### config.mk
export PLATFORM = sky130hd
export DESIGN_NAME = rtc_output_and_supply_monitor_cfg
export DESIGN_NICKNAME = d
export VERILOG_FILES = /design/src/hdl/rtc_cfg_pkg.sv /design/src/hdl/timebase_if.sv /design/src/hdl/osc_timebase.sv /design/src/hdl/rtc_output_and_supply_monitor_cfg.sv
export SDC_FILE = /design/constraint.sdc
export NUM_CORES = 1
export LEC_CHECK = 0
export BUFFER_PORTS_ARGS = -buffer_cell sky130_fd_sc_hd__buf_2
export CORE_MARGIN = 4
export CORE_UTILIZATION = 50
export DETAILED_ROUTE_END_ITERATION = 12
export GPL_TIMING_DRIVEN = 0
export MAX_ROUTING_LAYER = met4
export PLACE_DENSITY = 0.7
export RECOVER_POWER = 50
export SETUP_SLACK_MARGIN = 0.02
export SYNTH_ARGS = -nofsm -noshare
export SYNTH_HDL_FRONTEND = slang
export SYNTH_SLANG_ARGS = --single-unit
export TNS_END_PERCENT = 5
### constraint.sdc
create_clock -name ref_clk_i -period 4.85 [get_ports ref_clk_i]
set_clock_uncertainty 0.15 [all_clocks]
set_input_delay 1.455 -clock ref_clk_i [delete_from_list [all_inputs] [get_ports ref_clk_i]]
set_output_delay 1.455 -clock ref_clk_i [all_outputs]
set_load 0.01 [all_outputs]
### src/hdl/rtc_cfg_pkg.sv
package rtc_cfg_pkg;

  // register offsets
  localparam logic [7:0] ADDR_STATUS = 8'h07;
  localparam logic [7:0] ADDR_INT_CTRL = 8'h08;
  localparam logic [7:0] ADDR_SUPPLY = 8'h09;
  localparam logic [7:0] ADDR_BATT = 8'h0a;
  localparam logic [7:0] ADDR_TRIM = 8'h0b;

  // status register fields
  localparam int STAT_ALARM_BIT = 4;
  localparam int STAT_SUPPLY_BIT = 3;
  localparam int STAT_WARN_BIT = 2;
  localparam int STAT_CRIT_BIT = 1;

  // interrupt_output_ctrl fields
  localparam int INT_AUTOCLR_BIT = 7;
  localparam int INT_MODE_BIT = 5;
  localparam int INT_BATDIS_BIT = 4;
  localparam int INT_FSEL_LSB = 0;

  // supply_monitor_ctrl, battery_monitor_ctrl, initial_trim fields
  localparam int SUP_TSCLR_BIT = 7;
  localparam int SUP_LEVEL_LSB = 0;
  localparam int BAT_DISC_BIT = 6;
  localparam int BAT_WARN_LSB = 3;
  localparam int BAT_CRIT_LSB = 0;
  localparam int TRIM_COARSE_LSB = 6;
  localparam int TRIM_FINE_LSB = 0;

  // reset values and the reserved level code
  localparam logic [7:0] INT_CTRL_RST = 8'h00;
  localparam logic [2:0] LEVEL_RST = 3'h0;
  localparam logic [1:0] COARSE_TRIM_RST = 2'h0;
  localparam logic [5:0] FINE_TRIM_RST = 6'h20;
  localparam logic [2:0] LEVEL_RESERVED = 3'h7;

  // coarse trim codes
  localparam logic [1:0] TRIM_NONE = 2'h0;
  localparam logic [1:0] TRIM_FAST = 2'h1;
  localparam logic [1:0] TRIM_ZERO = 2'h2;
  localparam logic [1:0] TRIM_SLOW = 2'h3;

  // frequency select codes and their divider bit numbers
  localparam logic [3:0] FSEL_OFF = 4'h0;
  localparam logic [3:0] FSEL_32K = 4'h1;
  localparam logic [3:0] FSEL_4K = 4'h2;
  localparam logic [3:0] FSEL_1K = 4'h3;
  localparam logic [4:0] FSEL_4K_BIT = 5'h02;
  localparam logic [4:0] FSEL_1K_BIT = 5'h04;
  localparam logic [4:0] FSEL_LOW_OFS = 5'h04;

  // timebase
  localparam int OSC_HZ = 32768;
  localparam int DIV_W = 20;
  localparam int SEC_W = 15;
  localparam int PULSE_MS = 250;
  localparam int PULSE_W = 14;
  localparam logic [PULSE_W-1:0] PULSE_TICKS = PULSE_W'(OSC_HZ * PULSE_MS / 1000);

endpackage : rtc_cfg_pkg

### src/hdl/timebase_if.sv
`timescale 1ns/1ns
`default_nettype none
interface timebase_if;
  logic tick;
  logic osc_level;
  logic [rtc_cfg_pkg::DIV_W-1:0] div_cnt;
  logic [1:0] trim;
  modport src (output tick, output osc_level, output div_cnt, input trim);
  modport sink (input tick, input osc_level, input div_cnt, output trim);
endinterface : timebase_if
`default_nettype wire

### src/hdl/osc_timebase.sv
`timescale 1ns/1ns
`default_nettype none
module osc_timebase (
  input wire logic ref_clk_i,     // system clock
  input wire logic resetn_i,      // async reset, active low
  input wire logic osc_clk_i,     // 32.768 kHz oscillator pin
  timebase_if.src tb              // ticks and divider to the user
);
  logic osc_s1_q;
  logic osc_s2_q;
  logic osc_s3_q;
  logic [rtc_cfg_pkg::SEC_W-1:0] sec_q;
  logic [rtc_cfg_pkg::DIV_W-1:0] div_q;
  logic [rtc_cfg_pkg::DIV_W-1:0] div_d;
  logic [rtc_cfg_pkg::DIV_W-1:0] step;
  wire tick = osc_s2_q & ~osc_s3_q;
  wire sec_wrap = tick & (&sec_q);

  // trim once a second: one count in 32768 is about 30.5 ppm
  // the oscillator itself is never touched, only the count
  assign step = !sec_wrap ? rtc_cfg_pkg::DIV_W'(1) :
                (tb.trim == rtc_cfg_pkg::TRIM_FAST) ? rtc_cfg_pkg::DIV_W'(2) :
                (tb.trim == rtc_cfg_pkg::TRIM_SLOW) ? rtc_cfg_pkg::DIV_W'(0) :
                rtc_cfg_pkg::DIV_W'(1);
  assign div_d = tick ? div_q + step : div_q;

  always_ff @(posedge ref_clk_i or negedge resetn_i)
  begin
    if (!resetn_i)
    begin
      osc_s1_q <= 1'b0;
      osc_s2_q <= 1'b0;
      osc_s3_q <= 1'b0;
      sec_q <= '0;
      div_q <= '0;
    end
    else
    begin
      osc_s1_q <= osc_clk_i;
      osc_s2_q <= osc_s1_q;
      osc_s3_q <= osc_s2_q;
      sec_q <= tick ? sec_q + rtc_cfg_pkg::SEC_W'(1) : sec_q;
      div_q <= div_d;
    end
  end

  assign tb.tick = tick;
  assign tb.osc_level = osc_s2_q;
  assign tb.div_cnt = div_q;
endmodule : osc_timebase
`default_nettype wire

### src/hdl/rtc_output_and_supply_monitor_cfg.sv
// Notes on behaviour
// - pulse mode: alarm match drives interrupt low for 250 ms
// - standard mode: interrupt held low until alarm flag cleared
// - standard mode is single-shot; pulse mode retriggers on every match
// - battery output disable gates frequency and interrupt outputs on battery
// - frequency select zero turns the frequency output off
// - codes 1..3 give 32768/4096/1024 Hz, 4..15 give 64 Hz halving to 1/32
// - writing timestamp clear 1 clears both switchover time stamps
// - brownout level field picks one of six supply trip levels
// - supply below level sets supply-low flag and drives low-supply reset low
// - battery disconnect isolates battery; cleared when main supply returns
// - warning level field picks one of seven battery trip levels
// - critical level field picks one of seven battery trip levels
// - coarse trim: none, +30.5 ppm, 0 ppm, -30.5 ppm
// - digital trim skips or inserts timebase counts, oscillator untouched
// - digital plus analog trim span +62.5 to -61.5 ppm
// - writing alarm flag can only clear it
// - auto-clear resets alarm, supply-low and battery flags after status read
// - supply-low self-clears above level; detection only on main supply
`timescale 1ns/1ns
`default_nettype none
module rtc_output_and_supply_monitor_cfg #(
  parameter logic [rtc_cfg_pkg::PULSE_W-1:0] PULSE_TICKS = rtc_cfg_pkg::PULSE_TICKS
) (
  input wire logic ref_clk_i,                 // 100 MHz clock
  input wire logic resetn_i,                  // async reset, active low
  input wire logic [7:0] reg_addr_i,          // register address
  input wire logic [7:0] reg_wdata_i,         // write data
  input wire logic reg_wr_i,                  // write strobe
  input wire logic reg_rd_i,                  // read strobe
  output logic [7:0] reg_rdata_o,             // read data, cycle after strobe
  input wire logic osc_clk_i,                 // 32.768 kHz timebase pin
  input wire logic on_battery_i,              // battery supply active
  input wire logic vdd_low_i,                 // supply below brownout level
  input wire logic batt_warn_low_i,           // battery below warning level
  input wire logic batt_crit_low_i,           // battery below critical level
  input wire logic alarm_match_i,             // alarm match pulse, same clock
  output logic alarm_irq_n_o,                 // alarm interrupt, active low
  output logic freq_out_pin_o,                // frequency output
  output logic low_supply_reset_n_o,          // low-supply reset, active low
  output logic battery_disconnect_o,          // battery isolated
  output logic timestamp_clear_o,             // clear both time stamps, pulse
  output logic [2:0] brownout_level_sel_o,    // supply trip level code
  output logic [2:0] batt_warn_level_sel_o,   // first battery trip level code
  output logic [2:0] batt_crit_level_sel_o,   // second battery trip level code
  output logic [5:0] fine_analog_trim_o       // analog trim code
);
  timebase_if tb ();

  osc_timebase u_timebase (
    .ref_clk_i(ref_clk_i),
    .resetn_i(resetn_i),
    .osc_clk_i(osc_clk_i),
    .tb(tb)
  );

  // async pins: battery, supply low, warn low, crit low
  logic [3:0] pin_s1_q;
  logic [3:0] pin_s2_q;
  logic on_batt_prev_q;
  wire on_batt = pin_s2_q[3];
  wire vdd_low = pin_s2_q[2];
  wire warn_low = pin_s2_q[1];
  wire crit_low = pin_s2_q[0];

  logic [7:0] int_ctrl_q;
  logic [2:0] brown_lvl_q;
  logic [2:0] warn_lvl_q;
  logic [2:0] crit_lvl_q;
  logic batt_disc_q;
  logic [1:0] coarse_trim_q;
  logic [5:0] fine_trim_q;
  logic alarm_q;
  logic supply_low_q;
  logic warn_q;
  logic crit_q;
  logic [rtc_cfg_pkg::PULSE_W-1:0] pulse_cnt_q;
  logic [rtc_cfg_pkg::PULSE_W-1:0] pulse_cnt_d;
  logic [7:0] rdata_d;
  logic [4:0] div_bit;

  // decode
  wire wr_status = reg_wr_i & (reg_addr_i == rtc_cfg_pkg::ADDR_STATUS);
  wire wr_int = reg_wr_i & (reg_addr_i == rtc_cfg_pkg::ADDR_INT_CTRL);
  wire wr_sup = reg_wr_i & (reg_addr_i == rtc_cfg_pkg::ADDR_SUPPLY);
  wire wr_bat = reg_wr_i & (reg_addr_i == rtc_cfg_pkg::ADDR_BATT);
  wire wr_trim = reg_wr_i & (reg_addr_i == rtc_cfg_pkg::ADDR_TRIM);
  wire rd_status = reg_rd_i & (reg_addr_i == rtc_cfg_pkg::ADDR_STATUS);

  wire pulse_mode = int_ctrl_q[rtc_cfg_pkg::INT_MODE_BIT];
  wire auto_clear = int_ctrl_q[rtc_cfg_pkg::INT_AUTOCLR_BIT];
  wire [3:0] fsel = int_ctrl_q[rtc_cfg_pkg::INT_FSEL_LSB +: 4];
  wire on_main = ~on_batt;
  wire gated = on_batt & int_ctrl_q[rtc_cfg_pkg::INT_BATDIS_BIT];
  wire autoclr = rd_status & auto_clear;
  wire main_return = on_batt_prev_q & on_main;

  wire [2:0] warn_wr = reg_wdata_i[rtc_cfg_pkg::BAT_WARN_LSB +: 3];
  wire [2:0] crit_wr = reg_wdata_i[rtc_cfg_pkg::BAT_CRIT_LSB +: 3];
  // reserved code is dropped so a stray write keeps the old level
  wire [2:0] warn_lvl_d = (wr_bat && warn_wr != rtc_cfg_pkg::LEVEL_RESERVED) ? warn_wr : warn_lvl_q;
  wire [2:0] crit_lvl_d = (wr_bat && crit_wr != rtc_cfg_pkg::LEVEL_RESERVED) ? crit_wr : crit_lvl_q;
  // brownout codes above 101 are not trip levels; keep the old one
  wire [2:0] brown_wr = reg_wdata_i[rtc_cfg_pkg::SUP_LEVEL_LSB +: 3];
  wire brown_ok = (brown_wr[2:1] != 2'b11);
  wire [2:0] brown_lvl_d = (wr_sup && brown_ok) ? brown_wr : brown_lvl_q;

  // set wins over every clear
  wire alarm_clr = (wr_status & ~reg_wdata_i[rtc_cfg_pkg::STAT_ALARM_BIT]) | autoclr;
  wire alarm_d = alarm_match_i | (alarm_q & ~alarm_clr);
  wire supply_set = vdd_low & on_main;
  wire supply_low_d = supply_set | (supply_low_q & vdd_low & ~autoclr);
  wire warn_set = warn_low & on_main;
  wire warn_d = warn_set | (warn_q & ~autoclr & ~on_main);
  wire crit_set = crit_low & on_main;
  wire crit_d = crit_set | (crit_q & ~autoclr & ~on_main);

  // disconnect drops as soon as main supply comes back
  wire batt_disc_d = main_return ? 1'b0 :
                     wr_bat ? reg_wdata_i[rtc_cfg_pkg::BAT_DISC_BIT] : batt_disc_q;

  // pulse mode restarts on every match; standard mode only follows the flag
  assign pulse_cnt_d = (alarm_match_i && pulse_mode) ? PULSE_TICKS :
                       (tb.tick && pulse_cnt_q != '0) ? pulse_cnt_q - rtc_cfg_pkg::PULSE_W'(1) :
                       pulse_cnt_q;
  wire irq_low = pulse_mode ? (pulse_cnt_q != '0) : alarm_q;
  wire irq_n_d = ~(irq_low & ~gated);

  assign div_bit = (fsel == rtc_cfg_pkg::FSEL_4K) ? rtc_cfg_pkg::FSEL_4K_BIT :
                   (fsel == rtc_cfg_pkg::FSEL_1K) ? rtc_cfg_pkg::FSEL_1K_BIT :
                   {1'b0, fsel} + rtc_cfg_pkg::FSEL_LOW_OFS;
  wire div_level = tb.div_cnt[div_bit];
  wire sel_level = (fsel == rtc_cfg_pkg::FSEL_32K) ? tb.osc_level : div_level;
  // off and gated both release the pin high, as an open-drain output would
  wire freq_out_pin_d = (gated || fsel == rtc_cfg_pkg::FSEL_OFF) ? 1'b1 : sel_level;

  // coarse step acts on the count here; fine trim only goes out to the analog part
  assign tb.trim = coarse_trim_q;

  wire [7:0] status_rd = {3'h0, alarm_q, supply_low_q, warn_q, crit_q, 1'b0};
  wire [7:0] sup_rd = {5'h00, brown_lvl_q};
  wire [7:0] bat_rd = {1'b0, batt_disc_q, warn_lvl_q, crit_lvl_q};
  wire [7:0] trim_rd = {coarse_trim_q, fine_trim_q};

  always_comb
  begin
    rdata_d = 8'h00;
    if (reg_rd_i)
    begin
      case (reg_addr_i)
        rtc_cfg_pkg::ADDR_STATUS: rdata_d = status_rd;
        rtc_cfg_pkg::ADDR_INT_CTRL: rdata_d = int_ctrl_q;
        rtc_cfg_pkg::ADDR_SUPPLY: rdata_d = sup_rd;
        rtc_cfg_pkg::ADDR_BATT: rdata_d = bat_rd;
        rtc_cfg_pkg::ADDR_TRIM: rdata_d = trim_rd;
        default: rdata_d = 8'h00;
      endcase
    end
  end

  always_ff @(posedge ref_clk_i or negedge resetn_i)
  begin
    if (!resetn_i)
    begin
      pin_s1_q <= 4'h0;
      pin_s2_q <= 4'h0;
      on_batt_prev_q <= 1'b0;
    end
    else
    begin
      pin_s1_q <= {on_battery_i, vdd_low_i, batt_warn_low_i, batt_crit_low_i};
      pin_s2_q <= pin_s1_q;
      on_batt_prev_q <= on_batt;
    end
  end

  always_ff @(posedge ref_clk_i or negedge resetn_i)
  begin
    if (!resetn_i)
    begin
      int_ctrl_q <= rtc_cfg_pkg::INT_CTRL_RST;
      brown_lvl_q <= rtc_cfg_pkg::LEVEL_RST;
      warn_lvl_q <= rtc_cfg_pkg::LEVEL_RST;
      crit_lvl_q <= rtc_cfg_pkg::LEVEL_RST;
      batt_disc_q <= 1'b0;
      coarse_trim_q <= rtc_cfg_pkg::COARSE_TRIM_RST;
      fine_trim_q <= rtc_cfg_pkg::FINE_TRIM_RST;
    end
    else
    begin
      int_ctrl_q <= wr_int ? reg_wdata_i : int_ctrl_q;
      brown_lvl_q <= brown_lvl_d;
      warn_lvl_q <= warn_lvl_d;
      crit_lvl_q <= crit_lvl_d;
      batt_disc_q <= batt_disc_d;
      coarse_trim_q <= wr_trim ? reg_wdata_i[rtc_cfg_pkg::TRIM_COARSE_LSB +: 2] : coarse_trim_q;
      fine_trim_q <= wr_trim ? reg_wdata_i[rtc_cfg_pkg::TRIM_FINE_LSB +: 6] : fine_trim_q;
    end
  end

  always_ff @(posedge ref_clk_i or negedge resetn_i)
  begin
    if (!resetn_i)
    begin
      alarm_q <= 1'b0;
      supply_low_q <= 1'b0;
      warn_q <= 1'b0;
      crit_q <= 1'b0;
      pulse_cnt_q <= '0;
    end
    else
    begin
      alarm_q <= alarm_d;
      supply_low_q <= supply_low_d;
      warn_q <= warn_d;
      crit_q <= crit_d;
      pulse_cnt_q <= pulse_cnt_d;
    end
  end

  always_ff @(posedge ref_clk_i or negedge resetn_i)
  begin
    if (!resetn_i)
    begin
      reg_rdata_o <= 8'h00;
      alarm_irq_n_o <= 1'b1;
      freq_out_pin_o <= 1'b1;
      low_supply_reset_n_o <= 1'b1;
      timestamp_clear_o <= 1'b0;
    end
    else
    begin
      reg_rdata_o <= rdata_d;
      alarm_irq_n_o <= irq_n_d;
      freq_out_pin_o <= freq_out_pin_d;
      low_supply_reset_n_o <= ~supply_set;
      timestamp_clear_o <= wr_sup & reg_wdata_i[rtc_cfg_pkg::SUP_TSCLR_BIT];
    end
  end

  assign battery_disconnect_o = batt_disc_q;
  assign brownout_level_sel_o = brown_lvl_q;
  assign batt_warn_level_sel_o = warn_lvl_q;
  assign batt_crit_level_sel_o = crit_lvl_q;
  assign fine_analog_trim_o = fine_trim_q;
endmodule : rtc_output_and_supply_monitor_cfg
`default_nettype wire

==> results of run 1 <==
## stage by stage
| stage | instances | hold WS [ps] | util | instance area, µm² | setup WS, ps |
|---|---|---|---|---|---|
| CTS | 619 | 211 | 0.595 | 5520 | 896 |
| finish | 619 | 207 | 0.594 | 5520 | 956 |
| global placement | 602 | 182 | 0.562 | 5220 | 1060 |
| global route | 619 | 218 | 0.594 | 5520 | 669 |
| detailed placement | 603 | 187 | 0.565 | 5250 | 1020 |
| floorplan | 423 | 181 | - | 4800 | 1520 |
## layer usage
metal  vias to the layer above  GRT usage  routed length (µm)
li1                       1628          -                   -
met4                         0     0.0453                 111
met2                        68      0.289                4630
met5                         -          -                   0
met3                        11     0.0413                 413
met1                      1675      0.240                4390
## area by class of cell
type | instances | share of cell area
buffer | 13 | 0.0111
clock buffer | 10 | 0.0249
clock inverter | 6 | 0.0254
inverter | 11 | 0.00748
multi-input combinational | 296 | 0.384
sequential | 103 | 0.468
tap | 129 | 0.0292
timing repair buffer | 51 | 0.0501
## registers in the layout, indices dropped and copies added (netlist names), 4 cells and up
name                   cells
int_ctrl_q                 8
u_timebase.sec_q          15
reg_rdata_o                8
u_timebase.tb.div_cnt     20
fine_analog_trim_o         6
pin_s2_q                   4
pulse_cnt_q               14
pin_s1_q                   4
## path summary, 6_finish.rpt
check,start,endpoint,slack [ps],depth (start not counted)
setup / recovery,u_timebase.sec_q[0]$_DFFE_PN0P_,u_timebase.tb.div_cnt[18]$_DFFE_PN0P_,960,12
hold / removal,pin_s1_q[3]$_DFF_PN0_,pin_s2_q[3]$_DFF_PN0_,210,0
setup reg to reg,u_timebase.sec_q[0]$_DFFE_PN0P_,u_timebase.tb.div_cnt[18]$_DFFE_PN0P_,960,12
hold reg to reg,pin_s1_q[3]$_DFF_PN0_,pin_s2_q[3]$_DFF_PN0_,210,0
max in group asynchronous,resetn_i,alarm_irq_n_o$_DFF_PN1_,1990,2
min in group asynchronous,resetn_i,u_timebase.tb.div_cnt[16]$_DFFE_PN0P_,1420,1
## critical path: cells and delay by family, from the launching register on
| kind | cells | cell delay (ps) |
|---|---|---|
| xor gates and xnor gates | 1 | 150 |
| adders and majority gates | 2 | 600 |
| DFF | 1 | 410 |
| and+or+nand+nor | 9 | 2470 |
## power groups by stage
| stage | sequential [mW] | combinational, mW | clock, mW |
|---|---|---|---|
| global placement | 1.09 | 0.290 | 0 |
| global route | 1.10 | 0.348 | 0.759 |
| CTS | 1.08 | 0.307 | 0.727 |
| detailed placement | 1.09 | 0.306 | 0 |
| finish | 1.08 | 0.302 | 0.708 |
| floorplan | 1.07 | 0.216 | 0 |
## cells in the mapped netlist, drive strengths merged (3+ instances only)
cell    count  area share
nand3      16       0.018
or3         4      0.0052
a31oi       3      0.0039
nor4        6       0.012
a21oi      17       0.018
ha          6       0.016
and4        3      0.0055
inv        11      0.0086
nor3       11       0.014
mux2       17       0.043
nand2b      6      0.0078
and3        4      0.0052
nand4b      3      0.0055
o22a        9       0.016
nand2      42       0.033
xnor2      25       0.046
nor2       31       0.026
buf         3      0.0049
or2         7      0.0091
dfstp       4       0.022
o21ai       8      0.0083
mux4        4       0.019
or4         4      0.0063
clkbuf     10      0.0078
nor2b      10       0.013
dfrtp      99        0.52
a22oi       6      0.0094
o31ai       3      0.0047
a21boi      3      0.0047
xor2       16       0.029
nand4       6      0.0078
## logic make-up after synthesis
| family | after synthesis | synth area share |
|---|---|---|
| compound gates | 65 | 0.0982 |
| xor+xnor | 41 | 0.0748 |
| fa+ha+maj | 7 | 0.0198 |
| buf+inv | 24 | 0.0214 |
| flops | 103 | 0.538 |
| mux | 22 | 0.0638 |
| simple gates | 161 | 0.184 |
==> flow_summary.toml, run 1 <==
[outcome]
outcome = "complete, but fails checks"
violations = "max-capacitance violations, max-slew violations"

[sta]
slew_headroom = -0.218
post-route-min-period_ps = 3890
worst_pin_slew_ps = 1830
drv_slew = 33
finalSetupViolCount = 0
setup_tns_ps = 0
max_freq_mhz = 257
hold_viol_final = 0
rsz0062_at_grt = "no"
post-route-period-util = 0.803

[pwr]
intPower_mw = 1.52
powerDensity_nw_per_um2 = 379
peakVddDrop_uv = 322
p_seq_frac = 0.517
pwr-share-clk = 0.339
p_sw_frac = 0.271
switchingPower_uw = 566
total_power_mw = 2.09
p_leak_nw = 2.49
p_comb_frac = 0.145

[job]
cap_violations = 1

[clock_network]
ctsResizeCount = 0
cts_tree = "built"
cts_max_path_buffers = 2
cts_sinks = 103
numCtsBuffers = 9
clkLatencyLatePin_ps = 360
root_buffer = "clkbuf_8"
path_clk_slew_ps = 100
htreeDepth = 3
hold_buffers = 0
cts_setup_buffers = 0

[final_layout]
multi_input_area_um2 = 2120
ff_latch_area_um2 = 2580
area_growth_pct = 14.9
layout.nets = 518
antennaDiodeCount = 0
layout_commonest_cell = "dfrtp_1"
layout_common_cells = "dfrtp_1, buf_2, nand2_1"
drive_gt1_frac = 0.224
fillers = 813

[logic_synthesis]
synth-edff-count = 0
yosysWarnings = 0
yosys_register_bits = 103
ys_seq_area_frac = 0.538
async_flop_share = 1.00
syn_area_um2 = 4800
syn_avg_cell_area_um2 = 11.4
synthCells = 423
synthDistinctLibCells = 61
synth_nets = 456
ys.flop_type = "dfrtp_1"

[global_routing]
grt_pass1_wl_mm = 16.0
grt_pass1_vias = 3370
track_usage = 0.182
antenna_found_initial = 0
grt_start_max_net_pins = 72
overflow = 0

[setup_path]
required_ps = 4950
cpMostUsedCell = "nand3_1"
slowest_delay_ps = 550
critical_path_class = "register to register"
slowest_stage = "nor4bb_1"
worst_ep_arrival_time_ps = 3990
start_kind = "register"
crit_path_end_kind = "register"
cp_max_fo = 4
worstPathCellList = "ha_1 -> nand3_1 -> or2_2 -> nor3_1 -> nand3_1 -> or2_2 -> fa_1 -> nor4bb_1 -> nand3_1 -> nor3_1 -> nand2_1 -> xnor2_1"

[floorplanning]
io_pins = 54
start_util = 0.517
die_w_um = 106
rows = 35
die_area_um2 = 11200
core_area_um2 = 9280
die_h_um = 106

[place]
post-dp-hpwl_mm = 6.91
portBuffers = 50
gp_congestion = 0.824

[detailed_routing]
via_per_inst = 5.46
drt_iter0_drc = 155
drt_first_pass_iters = 4
vias = 3382
drc_errors = 0
wire_per_inst_um = 15.4
wirelength_mm = 9.54
ant_nets = 0

[worst_hold_path]
hp-class = "register to register"
No activity file was read; power rests on OpenSTA's default activity.
==> run 2: changes to the inputs <==
--- a/config.mk
+++ b/config.mk
@@ -11,7 +11,7 @@
 export DETAILED_ROUTE_END_ITERATION = 12
 export GPL_TIMING_DRIVEN = 0
 export MAX_ROUTING_LAYER = met4
-export PLACE_DENSITY = 0.7
+export PLACE_DENSITY = 0.73
 export RECOVER_POWER = 50
 export SETUP_SLACK_MARGIN = 0.02
 export SYNTH_ARGS = -nofsm -noshare
==> constraint.sdc (replaced) <==
create_clock -name ref_clk_i -period 3.2 [get_ports ref_clk_i]
set_clock_uncertainty 0.15 [all_clocks]
set_input_delay 0.96 -clock ref_clk_i [delete_from_list [all_inputs] [get_ports ref_clk_i]]
set_output_delay 0.96 -clock ref_clk_i [all_outputs]
set_load 0.01 [all_outputs]
==> run 2 against run 1 <==
- the flow still finishes with violations (max-capacitance violations, max-slew violations)
- clock-buffer cell count decreased by 1
- first-iteration DRC count decreased by 6.5%
- combinational power increased by 70%
- critical path type unchanged
- sequential power increased by 51%
- final cell count increased by 1.5%
- utilization increased by 0.73 points
- die area unchanged
- clock power increased by 30%
- global-route usage increased by 1.7 points
- highest routed layer unchanged
- largest cell class unchanged
==> flow_summary.toml, run 2 (synthesized netlist as in run 1, its figures left out) <==
[outcome]
outcome = "complete, but fails checks"
violations = "max-capacitance violations, max-slew violations"

[pwr]
peakVddDrop_uv = 456
powerDensity_nw_per_um2 = 550
total_power_mw = 3.07
p_leak_nw = 2.53

[final_layout]
layout.nets = 526
largest_reg_flops = 20
fillers = 772
fin_area_um2 = 5590
layout_common_cells = "dfrtp_1, buf_2, nand2_1"
multi_input_area_um2 = 2190
area_growth_pct = 16.3
drive_gt1_frac = 0.259
layout_commonest_cell = "dfrtp_1"
ff_latch_area_um2 = 2580

[sta]
hold_viol_final = 0
post-route-period-util = 0.987
post-route-min-period_ps = 3160
drv_slew = 44
worst_pin_slew_ps = 2130
finalSetupViolCount = 0
max_freq_mhz = 317
rsz0062_at_grt = "yes"
setup_ws_ps = 40.6
slew_headroom = -0.422

[floorplanning]
rows = 35
start_util = 0.517
die_w_um = 106
die_area_um2 = 11200
die_h_um = 106
io_pins = 54
core_area_um2 = 9280

[clock_network]
cts_sinks = 103
htreeDepth = 3
numCtsBuffers = 9
path_clk_slew_ps = 100
cts_max_path_buffers = 2
cts_tree = "built"
root_buffer = "clkbuf_8"
clkLatencyLatePin_ps = 380
hold_buffers = 0

[setup_path]
start_kind = "register"
crit_path_end_kind = "register"
required_ps = 3350
critical_path_class = "register to register"
worst_ep_arrival_time_ps = 3310
cp_max_fo = 3
r2r_slack_ps = 40

[detailed_routing]
wire_per_inst_um = 16.2
vias = 3503
drt_iter0_drc = 145
drt_first_pass_iters = 4
via_per_inst = 5.58
ant_nets = 0
drc_errors = 0
wirelength_mm = 10.2

[global_routing]
grt_start_max_net_pins = 62
overflow = 0
antenna_found_initial = 1
grt_pass1_wl_mm = 17.3
track_usage = 0.199
grt_pass1_vias = 3546

[worst_hold_path]
hp-class = "register to register"

[job]
cap_violations = 1

[place]
place_area_um2 = 5260
gp_congestion = 0.902
post-dp-hpwl_mm = 7.22
portBuffers = 50
dp_slack_ps = -356
==> run 2: timing repair <==
item / in CTS / in global routing
gates resized for setup: 13 / 1
pin swaps: 9 / 1
setup endpoints to repair: 8 / 8
setup buffers: 7 / 1
==> run 2: metal layers <==
layer	vias up	routed length (µm)	GRT usage
met5	-	0	-
met4	0	191	0.0666
met3	21	414	0.0370
met2	76	5190	0.321
met1	1763	4390	0.255
li1	1643	-	-
==> run 2: layout make-up <==
type                            instances  area share
Inverter                               11     0.00739
Sequential cell                       103       0.462
Antenna cell                            1    0.000448
Multi-Input combinational cell        296       0.392
Timing Repair Buffer                   59      0.0573
Buffer                                 13      0.0110
Clock buffer                            9      0.0222
Tap cell                              129      0.0289
Clock inverter                          7      0.0184
==> run 2: path summary, 6_finish.rpt <==
path | startpoint | endpoint | cells after the start
hold reg to reg | pin_s1_q[2]$_DFF_PN0_ | pin_s2_q[2]$_DFF_PN0_ | 0
setup / recovery | u_timebase.sec_q[1]$_DFFE_PN0P_ | u_timebase.tb.div_cnt[12]$_DFFE_PN0P_ | 12
max in group asynchronous | resetn_i | fine_analog_trim_o[5]$_DFFE_PN1P_ | 2
min in group asynchronous | resetn_i | int_ctrl_q[1]$_DFFE_PN0P_ | 1
setup reg to reg | u_timebase.sec_q[1]$_DFFE_PN0P_ | u_timebase.tb.div_cnt[12]$_DFFE_PN0P_ | 12
hold / removal | pin_s1_q[2]$_DFF_PN0_ | pin_s2_q[2]$_DFF_PN0_ | 0
==> run 2: report_power, final <==
part / leakage, nW / switching, mW / total, mW / internal [mW]
Combinational: 1.10 / 0.270 / 0.513 / 0.242
Sequential: 1.32 / 0.165 / 1.63 / 1.47
Clock: 0.111 / 0.473 / 0.923 / 0.450
Total: 2.53 / 0.908 / 3.07 / 2.16
==> run 2: critical path, cell delays in order, from the launching register on <==
cell and delay [ps]:
dfrtp_1 390, ha_2 200, nand3_2 70, or2_4 270, nor3_4 200, nand3_2 120, or2_4 250, fa_2 370
nor4bb_4 360, nand3_2 170, nor2_2 160, and4_1 200, xor2_1 150
==> run 2: stage by stage <==
stage	hold WS, ps	utilization	TNS (ps)	instances
2_1_floorplan	181	-	0	423
3_3_place_gp	183	0.563	-3120	602
3_5_place_dp	185	0.566	-1710	603
4_1_cts	206	0.602	0	626
5_1_grt	210	0.602	-3860	628
6_report	201	0.602	0	628
